$ cat config.mk
export PLATFORM = sky130hd
export DESIGN_NAME = host_interface_autodetect
export DESIGN_NICKNAME = d
export VERILOG_FILES = /design/src/host_if_pkg.sv /design/src/host_interface_autodetect.sv /design/src/pin_sync.sv
export VERILOG_INCLUDE_DIRS = /design/src
export SDC_FILE = /design/constraint.sdc
export NUM_CORES = 1
export LEC_CHECK = 0
export BUFFER_PORTS_ARGS = -buffer_cell sky130_fd_sc_hd__buf_4
export CORE_ASPECT_RATIO = 1.1
export CORE_UTILIZATION = 46
export CTS_BUF_LIST = sky130_fd_sc_hd__clkbuf_8
export CTS_CLUSTER_SIZE = 30
export DETAILED_ROUTE_END_ITERATION = 16
export GPL_TIMING_DRIVEN = 1
export PLACE_DENSITY_LB_ADDON = 0.1
export SETUP_SLACK_MARGIN = 0.02
export SLEW_MARGIN = 40
export SYNTH_ARGS = -nofsm -noshare
export SYNTH_HDL_FRONTEND = slang
export SYNTH_HIERARCHICAL = 1
export SYNTH_SLANG_ARGS = --single-unit
$ cat constraint.sdc
create_clock -name core_clk -period 1.2 [get_ports core_clk]
set_input_delay 0.06 -clock core_clk [delete_from_list [all_inputs] [get_ports core_clk]]
set_output_delay 0.06 -clock core_clk [all_outputs]
set_load 0.05 [all_outputs]
$ cat src/host_if_consts.svh
`ifndef HOST_IF_CONSTS_SVH
`define HOST_IF_CONSTS_SVH

// clock and strap settle timing
`define HIF_CLK_PERIOD_NS     8
`define HIF_STRAP_SETTLE_NS   24
`define HIF_SETTLE_CYC        ((`HIF_STRAP_SETTLE_NS + `HIF_CLK_PERIOD_NS - 1) / `HIF_CLK_PERIOD_NS)
`define HIF_SYNC_DEPTH        2
`define HIF_SETTLE_CNT        (`HIF_SETTLE_CYC + `HIF_SYNC_DEPTH)

// address strap field positions
`define HIF_A_BUS_SEL         1
`define HIF_A_ADDR_MODE       0

// data pin roles in serial modes
`define HIF_D_TX_MISO_SCL     7
`define HIF_D_MUX_MOSI        6
`define HIF_D_REQ_SCK         5

// pin drive reset values and serial mode output enables
`define HIF_DATA_OE_RESET     8'h00
`define HIF_DATA_OUT_RESET    8'h00
`define HIF_UART_OE           8'he0
`define HIF_SPI_OE            8'h80

`endif

$ cat src/host_if_pkg.sv
package host_if_pkg;

    typedef enum logic [2:0]
    {
        MODE_NONE    = 3'h0,
        MODE_UART    = 3'h1,
        MODE_SPI     = 3'h2,
        MODE_I2C     = 3'h3,
        MODE_SEP_MUX = 3'h4,
        MODE_COM_MUX = 3'h5,
        MODE_SEP_DED = 3'h6,
        MODE_COM_DED = 3'h7
    } mode_t;

    typedef enum logic
    {
        ST_SETTLE = 1'h0,
        ST_RUN    = 1'h1
    } hif_state_t;

    typedef struct packed
    {
        logic       latch_en;
        logic [5:0] addr;
        logic       rd_n;
        logic       wr_n;
        logic       cs_n;
        logic [7:0] data;
    } strap_t;

    typedef struct packed
    {
        logic nss;
        logic mosi;
        logic sck;
        logic cs_n;
    } spi_bus_t;

    typedef struct packed
    {
        logic       scl;
        logic       sda_in;
        logic       address_mode_pin;
        logic [6:0] slave_addr;
    } i2c_bus_t;

    typedef struct packed
    {
        logic       ale_or_strobe;
        logic [5:0] addr;
        logic       read_strobe_n;
        logic       write_strobe_n;
        logic       chip_select_n;
        logic [7:0] data;
    } par_bus_t;

endpackage : host_if_pkg

$ cat src/host_interface_autodetect.sv
// Overview of operation
// - every reset clears the detected interface and starts a fresh detection.
// - the interface type comes from strap levels sampled once reset is over and, for the dedicated bus strobe, from DED_COMMON_STROBE.
// - bus-select and address-mode both 0 give UART, 0 and 1 give SPI, bus-select 1 gives I2C with address-mode kept.
// - serial modes need A5..A2 at 0 and both strobes high, with A1/A0 choosing UART, SPI or I2C.
// - A5..A3 at 0 with A2, A1 at 1 give multiplexed mode, A0 picks separate or common strobe, latch pin high gives dedicated bus.
// - shared pins take SPI, UART, I2C or parallel bus roles according to the detected type.
`include "host_if_consts.svh"
`timescale 1ns/100ps
`default_nettype none

module host_interface_autodetect
    import host_if_pkg::*;
#(
    parameter bit DED_COMMON_STROBE = 1'b0
)
(
    // clock and reset
    input  wire logic       core_clk,
    input  wire logic       rst,
    // strap and shared pins
    input  wire logic       latch_enable_pin,
    output logic            latch_enable_out,
    output logic            latch_enable_oe,
    input  wire logic [5:0] addr_pin,
    input  wire logic       read_strobe_n,
    input  wire logic       write_strobe_n,
    input  wire logic       chip_select_n,
    input  wire logic [7:0] data_pin_in,
    output logic      [7:0] data_pin_out,
    output logic      [7:0] data_pin_oe,
    // from the serial and parallel cores
    input  wire logic       uart_tx_data,
    input  wire logic       uart_mux_out,
    input  wire logic       uart_transfer_request,
    input  wire logic       spi_miso,
    input  wire logic       i2c_sda_low,
    input  wire logic [7:0] par_data_out,
    input  wire logic       par_data_oe,
    // detection result and core-side pin roles
    output mode_t           host_mode,
    output logic            mode_valid,
    output logic            uart_rx,
    output spi_bus_t        spi_bus,
    output i2c_bus_t        i2c_bus,
    output par_bus_t        par_bus
);

    function automatic mode_t decode_mode(input strap_t s, input bit ded_common);
        logic serial_pat;
        logic mux_pat;
        serial_pat = (s.addr[5:2] == 4'h0) && s.rd_n && s.wr_n;
        mux_pat    = (s.addr[5:3] == 3'h0) && s.addr[2] && s.addr[1];
        if (serial_pat && s.addr[`HIF_A_BUS_SEL])
            decode_mode = MODE_I2C;
        else if (serial_pat && s.addr[`HIF_A_ADDR_MODE])
            decode_mode = MODE_SPI;
        else if (serial_pat)
            decode_mode = MODE_UART;
        else if (mux_pat && s.addr[`HIF_A_ADDR_MODE])
            decode_mode = MODE_SEP_MUX;
        else if (mux_pat)
            decode_mode = MODE_COM_MUX;
        else if (s.latch_en)
            decode_mode = ded_common ? MODE_COM_DED : MODE_SEP_DED;
        else
            decode_mode = MODE_NONE;
    endfunction : decode_mode

    strap_t     strap;
    hif_state_t state_r;
    hif_state_t state_nxt;
    logic [2:0] settle_r;
    logic [2:0] settle_nxt;
    mode_t      mode_nxt;
    logic [7:0] dout_nxt;
    logic [7:0] doe_nxt;
    logic       lat_oe_nxt;

    pin_sync #(.WIDTH($bits(strap_t))) u_sync
    (
        .core_clk  (core_clk),
        .rst       (rst),
        .pins      ({latch_enable_pin, addr_pin, read_strobe_n, write_strobe_n, chip_select_n, data_pin_in}),
        .pins_sync (strap)
    );

    // detection happens once; the strap pins are ignored afterwards
    wire   capture     = (state_r == ST_SETTLE) && (settle_r == 3'h0);
    wire   settle_tick = (state_r == ST_SETTLE) && (settle_r != 3'h0);
    wire   mode_t det  = decode_mode(strap, DED_COMMON_STROBE);
    assign state_nxt   = capture ? ST_RUN : state_r;
    assign settle_nxt  = settle_tick ? settle_r - 3'h1 : settle_r;
    assign mode_nxt    = capture ? det : host_mode;

    wire is_uart   = mode_valid && (host_mode == MODE_UART);
    wire is_spi    = mode_valid && (host_mode == MODE_SPI);
    wire is_i2c    = mode_valid && (host_mode == MODE_I2C);
    wire is_par    = mode_valid && host_mode[2];
    // miso only drives while the host selects us, so a shared bus is not fought
    wire spi_drive = is_spi && !strap.latch_en;

    assign dout_nxt = is_uart ? {uart_tx_data, uart_mux_out, uart_transfer_request, 5'h00}
                    : is_spi  ? {spi_miso, 7'h00}
                    : is_par  ? par_data_out
                    : `HIF_DATA_OUT_RESET;
    assign doe_nxt  = is_uart   ? `HIF_UART_OE
                    : spi_drive ? `HIF_SPI_OE
                    : (is_par && par_data_oe) ? 8'hff
                    : `HIF_DATA_OE_RESET;
    // open drain: only ever pull sda low
    assign lat_oe_nxt = is_i2c && i2c_sda_low;

    always_ff @(posedge core_clk)
    begin
        if (rst)
        begin
            state_r   <= ST_SETTLE;
            settle_r  <= 3'(`HIF_SETTLE_CNT);
            host_mode <= MODE_NONE;
            mode_valid <= 1'b0;
        end
        else
        begin
            state_r    <= state_nxt;
            settle_r   <= settle_nxt;
            host_mode  <= mode_nxt;
            mode_valid <= (state_nxt == ST_RUN);
        end
    end

    always_ff @(posedge core_clk)
    begin
        if (rst)
        begin
            data_pin_out     <= `HIF_DATA_OUT_RESET;
            data_pin_oe      <= `HIF_DATA_OE_RESET;
            latch_enable_out <= 1'b0;
            latch_enable_oe  <= 1'b0;
            uart_rx          <= 1'b1;
            spi_bus          <= '{nss: 1'b1, mosi: 1'b0, sck: 1'b0, cs_n: 1'b1};
            i2c_bus          <= '{scl: 1'b1, sda_in: 1'b1, address_mode_pin: 1'b0, slave_addr: 7'h00};
            par_bus          <= '0;
        end
        else
        begin
            data_pin_out     <= dout_nxt;
            data_pin_oe      <= doe_nxt;
            latch_enable_out <= 1'b0;
            latch_enable_oe  <= lat_oe_nxt;
            uart_rx          <= is_uart ? strap.latch_en : 1'b1;
            spi_bus.nss      <= is_spi ? strap.latch_en : 1'b1;
            spi_bus.mosi     <= is_spi && strap.data[`HIF_D_MUX_MOSI];
            spi_bus.sck      <= is_spi && strap.data[`HIF_D_REQ_SCK];
            spi_bus.cs_n     <= strap.cs_n;
            i2c_bus.scl      <= is_i2c ? strap.data[`HIF_D_TX_MISO_SCL] : 1'b1;
            i2c_bus.sda_in   <= is_i2c ? strap.latch_en : 1'b1;
            i2c_bus.address_mode_pin <= is_i2c && strap.addr[`HIF_A_ADDR_MODE];
            // adr_0 sits on d6 down to adr_6 on d0
            i2c_bus.slave_addr <= is_i2c ? {strap.data[0], strap.data[1], strap.data[2], strap.data[3],
                                            strap.data[4], strap.data[5], strap.data[6]} : 7'h00;
            par_bus          <= is_par ? par_bus_t'{ale_or_strobe: strap.latch_en, addr: strap.addr,
                                           read_strobe_n: strap.rd_n, write_strobe_n: strap.wr_n,
                                           chip_select_n: strap.cs_n, data: strap.data} : '0;
        end
    end

    localparam int SETTLE_MAX = 8;
endmodule : host_interface_autodetect

`default_nettype wire

$ cat src/pin_sync.sv
`timescale 1ns/100ps
`default_nettype none

module pin_sync
#(
    parameter int WIDTH = 18
)
(
    // clock and reset
    input  wire logic             core_clk,
    input  wire logic             rst,
    // raw pins and synchronised copy
    input  wire logic [WIDTH-1:0] pins,
    output logic      [WIDTH-1:0] pins_sync
);

    // first stage feeds only the second stage
    logic [WIDTH-1:0] meta_r;

    always_ff @(posedge core_clk)
    begin
        if (rst)
        begin
            meta_r    <= '0;
            pins_sync <= '0;
        end
        else
        begin
            meta_r    <= pins;
            pins_sync <= meta_r;
        end
    end

endmodule : pin_sync

`default_nettype wire

==> results.md, run 1 <==
- The sequential element share of the synthesized area is 0.6491.
- For met3 alone, demand over resource in global routing was 0.04126.
- The area growth from synthesis to layout is 45.69%.
- The biggest area contributor in the post-synthesis netlist is sky130_fd_sc_hd__dfxtp_1.
- The wire length after detailed routing is 4929 µm.
- In the synthesized netlist, the cells that appear most often are sky130_fd_sc_hd__dfxtp_1 (88), sky130_fd_sc_hd__and2_1 (34), sky130_fd_sc_hd__nor2b_1 (31), sky130_fd_sc_hd__nor2_1 (10).
- The first-pass GRT wire length is 7845 µm.
- The internal power of the cells totals 4.199 mW.
- The overall die width is 75.24 µm.
- The total of max-cap violations is 0.
- The root buffer cell chosen for the clock tree is sky130_fd_sc_hd__clkbuf_8.
- The clock latency at the later pin of the worst-skew pair is 0.35 ns.
- Yosys mapped a number of flops with a built-in enable equal to 0.
- The longest clock path from root to sink contains 2 buffers.
- TritonCTS built the clock tree.
- The proportion of layout cells with a drive suffix above 1 is 0.3778.
- The clock transition at the register clock pins on the worst setup and hold paths after CTS is 0.07 ns.
- The worst hold path begins at spi_miso.
- After layout, the minimum clock period comes to 1.234 ns.
- Synthesis produced a netlist with a net count of 268.
- For this run, global-route usage on met1 was measured as 0.1868.
- The overall via count from detail_route is 1886.
- The type of the worst setup path is reg2reg.
- The worst register-to-register path ends at host_mode[0]$_SDFFE_PP0P_.
- The capturing element type of the critical path is a register.
- In the final routed layout, each cell accounts on average for 11.33 µm.
- The number of global-route vias before repair was 1813.
- Of the total power, the clock network draws 0.310.
- The clock tree synthesis step divided the H-tree into 3 levels.
- The checks that failed: negative setup slack.
- The number of design-rule violations left by the first detailed-router iteration is 35.
- The cell with the most instances after synthesis is sky130_fd_sc_hd__dfxtp_1.
- The classification of the worst-slack hold path is in2reg.
- The count of antenna diodes in the layout is 0.
- The total track usage is 0.1759.
- The worst voltage drop across the vdd grid is 0.9785 mV.
- After global routing, the most crowded layer is met2.
- The setup slack on the worst flop-to-flop path is -0.03 ns.
- Hold timing on the final database bottoms out at a slack of 0.1240 ns.
- The region available for standard cell placement spans 5535 µm².
- The CTS buffer count is 9.
- The static leakage power is 1.781 nW.
- In the finished design, the share of the clock period the worst path needs comes to 1.028.
- Summed over all nets, the switching power comes to 1.298 mW.
- Setup repair after global routing could not meet its margin everywhere.
- Along the worst path, the maximum fanout reaches 4.
- The initial antenna violation count is 0.
- Measured along the y axis, the die boundary spans 82.56 µm.
- The synthesis warning total is 6.
- In the post-synthesis netlist, the biggest area contributors are sky130_fd_sc_hd__dfxtp_1 (65%), sky130_fd_sc_hd__and2_1 (7.8%), sky130_fd_sc_hd__nor2b_1 (7.1%).
- Of the post-synthesis cell area, the dominant cell type holds 0.6491.
- The share of total power dissipated in sequential elements is 0.568.
- Entering global routing, the biggest net connects 46 pins.
- The worst path required time is 1.45 ns.
- Each instance of the synthesized netlist takes up on average 11.70 µm².
- The weighted congestion at the end of routability-driven global placement is 0.7502.
- The number of standard cells after synthesis is 232.
- During I/O placement, the number of pins put on the boundary was 89.
- The first detailed-routing pass ran for 4 iterations.
- The count of distinct cell types in the synthesized netlist is 37.
- In this run the critical register-to-register path is launched from settle_r[1]$_SDFFE_PP0P_.
- Synthesis inferred 88 register bits.
- The most critical setup path has its startpoint at settle_r[1]$_SDFFE_PP0P_.
- After floorplanning, the core was divided into 28 placement rows.
- Data on the critical path arrives at its endpoint at 1.48 ns.
- The worst hold path passes through 5 cells.
- At the end of the flow, the number of nets in the layout was 391.
- The total power density per cell area is 1390 nW/µm².
- Counting the fill cells in the layout gives 448.
- For the final database, setup skew stands at 0.005836 ns.
- After legalization and detailed placement, the total HPWL measured 3161 µm.
- The final critical-path setup slack is -0.03419 ns.
- The worst setup path is launched from a register.
- The detail route stage leaves a number of antenna-violating nets equal to 0.
- In the synthesized netlist the dominant register cell turns out to be sky130_fd_sc_hd__dfxtp_1.
- The endpoint of the worst hold-timing path is data_pin_out[7]$_SDFF_PP0_.
- The number of hold-slack violations in the final timing report is 0.
- The net switching share of the total power is 0.2362.
- The clock sink count is 88.
- The remaining global-route overflow is 0.
- Port buffering added 87 buffers.
- The total count of max-transition violations in the final report came to 0.
- After detailed routing, the number of remaining DRC violations is 0.
- The run finished, with violations left.
- The post-synthesis instance area is 2714 µm².
- Setup violations remaining at the end of the flow were counted as 3.
- Using the TritonRoute via totals, the vias-per-cell ratio works out to 4.336.
- The proportion of register bits with asynchronous set or reset after synthesis is 0.
- The global routing met2 resource utilization is 0.3090.
- The combinational share of power is 0.122.
- The total negative slack is -0.06064 ns.
- The path depth of the worst reg2reg path is 5.
- The die footprint is 6211 µm².
- Based on the critical path, the design can be clocked at up to 810.2 MHz.
- The total power of the final layout is 5.497 mW.
- The initial utilization of the core area, before any placement, comes to 0.4903.
[power by group through the flow]
| stage | sequential (mW) | combinational (mW) | clock, mW |
|---|---|---|---|
| 2_1_floorplan | 3.23 | 0.326 | 0 |
| 3_5_place_dp | 3.19 | 0.563 | 0 |
| 5_1_grt | 3.14 | 0.746 | 1.89 |
| 6_report | 3.12 | 0.671 | 1.70 |
| 4_1_cts | 3.12 | 0.655 | 1.77 |
| 3_3_place_gp | 3.19 | 0.544 | 0 |
[cells by family after synthesis]
logic type               after synthesis  synth area share
AO/OA/AOI/OAI                         15           0.04380
XOR/XNOR                               1          0.003228
adder cells (fa/ha/maj)                2          0.009219
buffers and inverters                 18           0.04518
flip-flops                            88            0.6491
multiplexers                           2          0.007377
other                                  1          0.001382
AND/OR/NAND/NOR                      105            0.2407
[critical path, stage by stage, from the launching register on]
cell and delay, ns:
sky130_fd_sc_hd__dfxtp_2 0.32, sky130_fd_sc_hd__inv_2 0.07, sky130_fd_sc_hd__ha_4 0.14, sky130_fd_sc_hd__nor3b_4 0.27, sky130_fd_sc_hd__inv_2 0.08, sky130_fd_sc_hd__o41ai_2 0.26
[per-layer routing]
metal	vias to the layer above	share of wire
li1	972	-
met1	839	0.42
met2	65	0.50
met3	10	0.050
met4	0	0.026
met5	-	0
[cell type report]
cell class / instances / area [µm²] / share of cell area
inverters: 6 / 22.52 / 0.005696
repair buffers: 124 / 1031 / 0.2608
well taps: 75 / 93.84 / 0.02373
clock buffers: 10 / 137.6 / 0.03481
flip-flops and latches: 88 / 1773 / 0.4484
multi-input cells: 126 / 867.1 / 0.2193
clock inverters: 6 / 28.78 / 0.007278
[through the flow]
stage,setup WS [ns],area (µm²),utilization,cells
after floorplan,0.02107,2743,-,232
after global placement,0.002003,3460,0.6250,388
after detailed placement,-0.03835,3460,0.6250,388
after CTS,-0.03098,3935,0.7109,434
after global routing,-0.09944,3954,0.7143,435
final,-0.03419,3954,0.7143,435
[cell usage in the layout, fill, tap and decap left out, types with 4 or more instances in the layout]
cell / synthesis / layout
sky130_fd_sc_hd__dfxtp_2: 0 / 6
sky130_fd_sc_hd__nor2b_1: 31 / 31
sky130_fd_sc_hd__dfxtp_1: 88 / 81
sky130_fd_sc_hd__dlygate4sd3_1: 0 / 30
sky130_fd_sc_hd__and2_1: 34 / 34
sky130_fd_sc_hd__buf_4: 6 / 92
sky130_fd_sc_hd__inv_1: 5 / 5
sky130_fd_sc_hd__nand2_1: 4 / 4
sky130_fd_sc_hd__and2b_2: 6 / 6
sky130_fd_sc_hd__nor2_1: 10 / 8
sky130_fd_sc_hd__clkbuf_8: 0 / 10
sky130_fd_sc_hd__nand2b_1: 5 / 5
sky130_fd_sc_hd__inv_2: 1 / 4
sky130_fd_sc_hd__or3_1: 4 / 4
[worst max-delay path by stage]
stage	to	depth (start not counted)
5_1_grt	host_mode[0]$_SDFFE_PP0P_	5
3_5_place_dp	host_mode[0]$_SDFFE_PP0P_	5
6_report	host_mode[0]$_SDFFE_PP0P_	5
2_1_floorplan	host_mode[0]$_SDFFE_PP0P_	5
3_3_place_gp	host_mode[0]$_SDFFE_PP0P_	5
4_1_cts	host_mode[0]$_SDFFE_PP0P_	5
[state kept, by name (all words and copies together) (netlist names)]
name              cells
host_mode             3
u_sync/meta_r        18
par_bus              18
data_pin_out          8
latch_enable_oe       1
state_r               1
data_pin_oe           3
i2c_bus              10
spi_bus               4
settle_r              3
u_sync/pins_sync     18
uart_rx               1
[what timing repair did]
action,CTS,global route
pin swaps,2,5
gates resized for setup,2,4
endpoints found under the setup margin,14,20
buffers inserted,0,1
hold buffers,30,0
endpoints found under the hold margin,29,0
(Power assumes the default switching activity.)
==> inputs of run 2 (changes only) <==
SKIP_CTS_REPAIR_TIMING = 1   (was not set)
==> run 2 against run 1 <==
  * The flow still finishes with violations (negative setup slack)
  * Sequential share of layout area about the same
  * Sequential power about the same
  * Die area unchanged
  * Hold slack improved by 0.0011 ns
  * Non-clock buffer count unchanged
  * Combinational power about the same
  * Fmax increased by 0.32%
  * Largest power group unchanged
==> results.md, run 2 (synthesis results as in run 1) <==
- Run status: finished with violations (unchanged).
- Failing checks: negative setup slack (unchanged).
- Most frequent cells in the layout: sky130_fd_sc_hd__buf_4 (92), sky130_fd_sc_hd__dfxtp_1 (81), sky130_fd_sc_hd__and2_1 (34), sky130_fd_sc_hd__nor2b_1 (31), sky130_fd_sc_hd__dlygate4sd3_1 (30) (unchanged).
- The share of the clock period used by the worst path is 1.025 (was 1.028).
- The deepest level of the CTS H-tree is 3 (unchanged).
- The path depth of the worst reg2reg path is 5 (unchanged).
- The number of global-route vias before repair is 1613 (was 1813).
- The largest stage delay on the critical path is 0.33 ns (was 0.32 ns).
- The internal power is 4.199 mW (about the same).
- The starting density of the core is 0.4903 (unchanged).
- The clock period minus worst slack is 1.230 ns (was 1.234 ns).
- The die footprint is 6211 µm² (unchanged).
- The net switching share of the total power came to 0.2360 (was 0.2362).
- The number of hold-slack violations in the final timing report is 0 (unchanged).
- The worst voltage drop across the vdd grid came to 0.9783 mV (was 0.9785 mV).
- The clock sink count came to 88 (unchanged).
- The area added between synthesis and finish was 45.60% (was 45.69%).
- The number of ports placed on the die boundary is 89 (unchanged).
- The worst clock skew is 0.004897 ns (was 0.005836 ns).
- The total of max-cap violations is 0 (unchanged).
- The CTS buffer count is 9 (unchanged).
- Registers with the most flip-flops: par_bus: 18 flops, u_sync/meta_r: 18 flops, u_sync/pins_sync: 18 flops (unchanged).
- The static leakage power was 1.781 nW (about the same).
- Critical path, cell by cell: inv_2 -> ha_4 -> nor3b_4 -> inv_2 -> o41ai_2 (unchanged).
- The number of nets still failing antenna checks after routing was 0 (unchanged).
- The slowest cell on the critical path is sky130_fd_sc_hd__dfxtp_2 (unchanged).
- The worst path required time was 1.44 ns (was 1.45 ns).
- The net count reported at finish is 391 (unchanged).
- The overall die width is 75.24 µm (unchanged).
- The most prevalent standard cell on the critical path is sky130_fd_sc_hd__inv_2 (unchanged).
- The critical path data arrival time is 1.47 ns (was 1.48 ns).
- The worst flop-to-flop path endpoint is host_mode[0]$_SDFFE_PP0P_ (unchanged).
- The worst-path maximum fanout was 4 (unchanged).
- The classification of the worst-slack hold path is in2reg (unchanged).
- The endpoint of the worst hold-timing path is data_pin_out[7]$_SDFF_PP0_ (unchanged).
- The cell area reported after detailed placement is 3460 µm² (unchanged).
- The type of the worst setup path is reg2reg (unchanged).
- The total count of max-transition violations in the final report is 0 (unchanged).
- The overall die height was 82.56 µm (unchanged).
- The element type at the critical path start is a register (unchanged).
- Setup repair after global routing missed its margin: true (unchanged).
- The number of design-rule violations left by the first detailed-router iteration came to 49 (was 35).
- The setup slack on the worst flop-to-flop path is -0.03 ns (about the same).
- The CTS tree is done (unchanged).
- The combinational share of power is 0.122 (about the same).
- The initial antenna violation count is 0 (unchanged).
- The maximum number of pins on one net before global-route repair was 46 (unchanged).
- The depth of the worst hold-timing path was 5 (unchanged).
- The fraction of power consumed by the clock network is 0.310 (about the same).
- The number of DRC violations after detailed routing is 0 (unchanged).
- The first-pass GRT wire length is 7238 µm (was 7845 µm).
- The wire length after detailed routing is 4966 µm (was 4929 µm).
- The weighted congestion at the end of routability-driven global placement came to 0.7502 (unchanged).
- The proportion of layout cells with a drive suffix above 1 is 0.3750 (was 0.3778).
- The fmax is 812.9 MHz (was 810.2 MHz).
- The final setup violation count came to 3 (unchanged).
- The total power of the final layout came to 5.495 mW (was 5.497 mW).
- The number of iterations in the first detailed-routing pass is 5 (was 4).
- The minimum hold slack is 0.1251 ns (was 0.1240 ns).
- The most frequent standard cell in the layout excluding fill and tap cells is sky130_fd_sc_hd__buf_4 (unchanged).
- The overall via count from detail_route was 1882 (was 1886).
- The number of port buffers is 87 (unchanged).
- The capturing element type of the critical path is a register (unchanged).
- The remaining global-route overflow is 0 (unchanged).
- The part of the total power dissipated in sequential elements is 0.568 (about the same).
- The final critical-path setup slack is -0.03023 ns (was -0.03419 ns).
- The area of all placed cells without fillers is 3951 µm² (was 3954 µm²).
- The floorplan row count is 28 (unchanged).
- The maximum number of buffers from clock root to sink is 2 (unchanged).
- The root buffer selected by CTS is sky130_fd_sc_hd__clkbuf_8 (unchanged).
- The total power density per cell area is 1391 nW/µm² (was 1390 nW/µm²).
- The net switching component of the power is 1.297 mW (was 1.298 mW).
- The count of antenna diodes in the layout came to 0 (unchanged).
- The core area is 5535 µm² (unchanged).
- The estimated wirelength of the detail-placed design is 3161 µm (unchanged).
- The startpoint of the tightest hold check path is spi_miso (unchanged).
- The total track usage is 0.1636 (was 0.1759).
- The clock latency at the later pin of the worst-skew pair is 0.34 ns (was 0.35 ns).
- The routed length per instance was 11.42 µm (was 11.33 µm).
- The clock transition at the register clock pins on the worst setup and hold paths after CTS is 0.07 ns (about the same).
- The reg-to-reg critical path startpoint was settle_r[0]$_SDFFE_PP1P_ (was settle_r[1]$_SDFFE_PP0P_).
- The detailed-route vias per instance was 4.326 (was 4.336).
[run 2: cell types whose count changed in the layout (fill, tap and decap cells not counted)]
cell	delta
sky130_fd_sc_hd__nor2_1	+1
sky130_fd_sc_hd__nor2_2	-1
[run 2: metrics by stage]
step	worst slack [ns]	setup TNS [ns]	instances	util
floorplan	0.02107	0	232	-
global placement	0.002003	0	388	0.6250
detailed placement	-0.03835	-0.04831	388	0.6250
CTS	-0.05739	-0.1384	404	0.6551
global route	-0.08164	-0.2418	435	0.7138
finish	-0.03023	-0.07003	435	0.7138
[run 2: how the worst max path moves through the flow]
stage               slack (ns)                             from  depth (start not counted)                         to
global placement         0.002         settle_r[1]$_SDFFE_PP0P_                          5  host_mode[0]$_SDFFE_PP0P_
floorplan                 0.02         settle_r[1]$_SDFFE_PP0P_                          5  host_mode[0]$_SDFFE_PP0P_
detailed placement       -0.04         settle_r[1]$_SDFFE_PP0P_                          5  host_mode[0]$_SDFFE_PP0P_
finish                   -0.03         settle_r[0]$_SDFFE_PP1P_                          5  host_mode[0]$_SDFFE_PP0P_
CTS                      -0.06         settle_r[1]$_SDFFE_PP0P_                          5  host_mode[0]$_SDFFE_PP0P_
global route             -0.08  u_sync/pins_sync[16]$_SDFF_PP0_                          4  host_mode[1]$_SDFFE_PP0P_
[run 2: power by group through the flow]
stage,Sequential (mW),Clock [mW],Combinational [mW]
CTS,3.12,1.77,0.566
floorplan,3.23,0,0.326
global route,3.14,1.90,0.745
finish,3.12,1.70,0.670
global placement,3.19,0,0.544
detailed placement,3.19,0,0.563
[run 2: routing by layer]
layer | GRT usage | part of all wire
met5 | 0 | 0
met4 | 0.1167 | 0.020
met3 | 0.04005 | 0.053
met2 | 0.2649 | 0.50
met1 | 0.1884 | 0.43
[run 2: layout make-up]
cell class / count / area [µm²]
flip-flops and latches: 88 / 1773
fillers: 444 / 1584
repair buffers: 124 / 1031
multi-input cells: 126 / 864.6
clock buffers: 10 / 137.6
well taps: 75 / 93.84
clock inverters: 6 / 28.78
inverters: 6 / 22.52
[run 2: critical path, delay by kind of cell (launching register included)]
family / cells / cell delay (ns)
buffers and inverters: 2 / 0.15
AND/OR/NAND/NOR: 1 / 0.26
AO/OA/AOI/OAI: 1 / 0.26
flip-flops: 1 / 0.33
adder cells (fa/ha/maj): 1 / 0.14
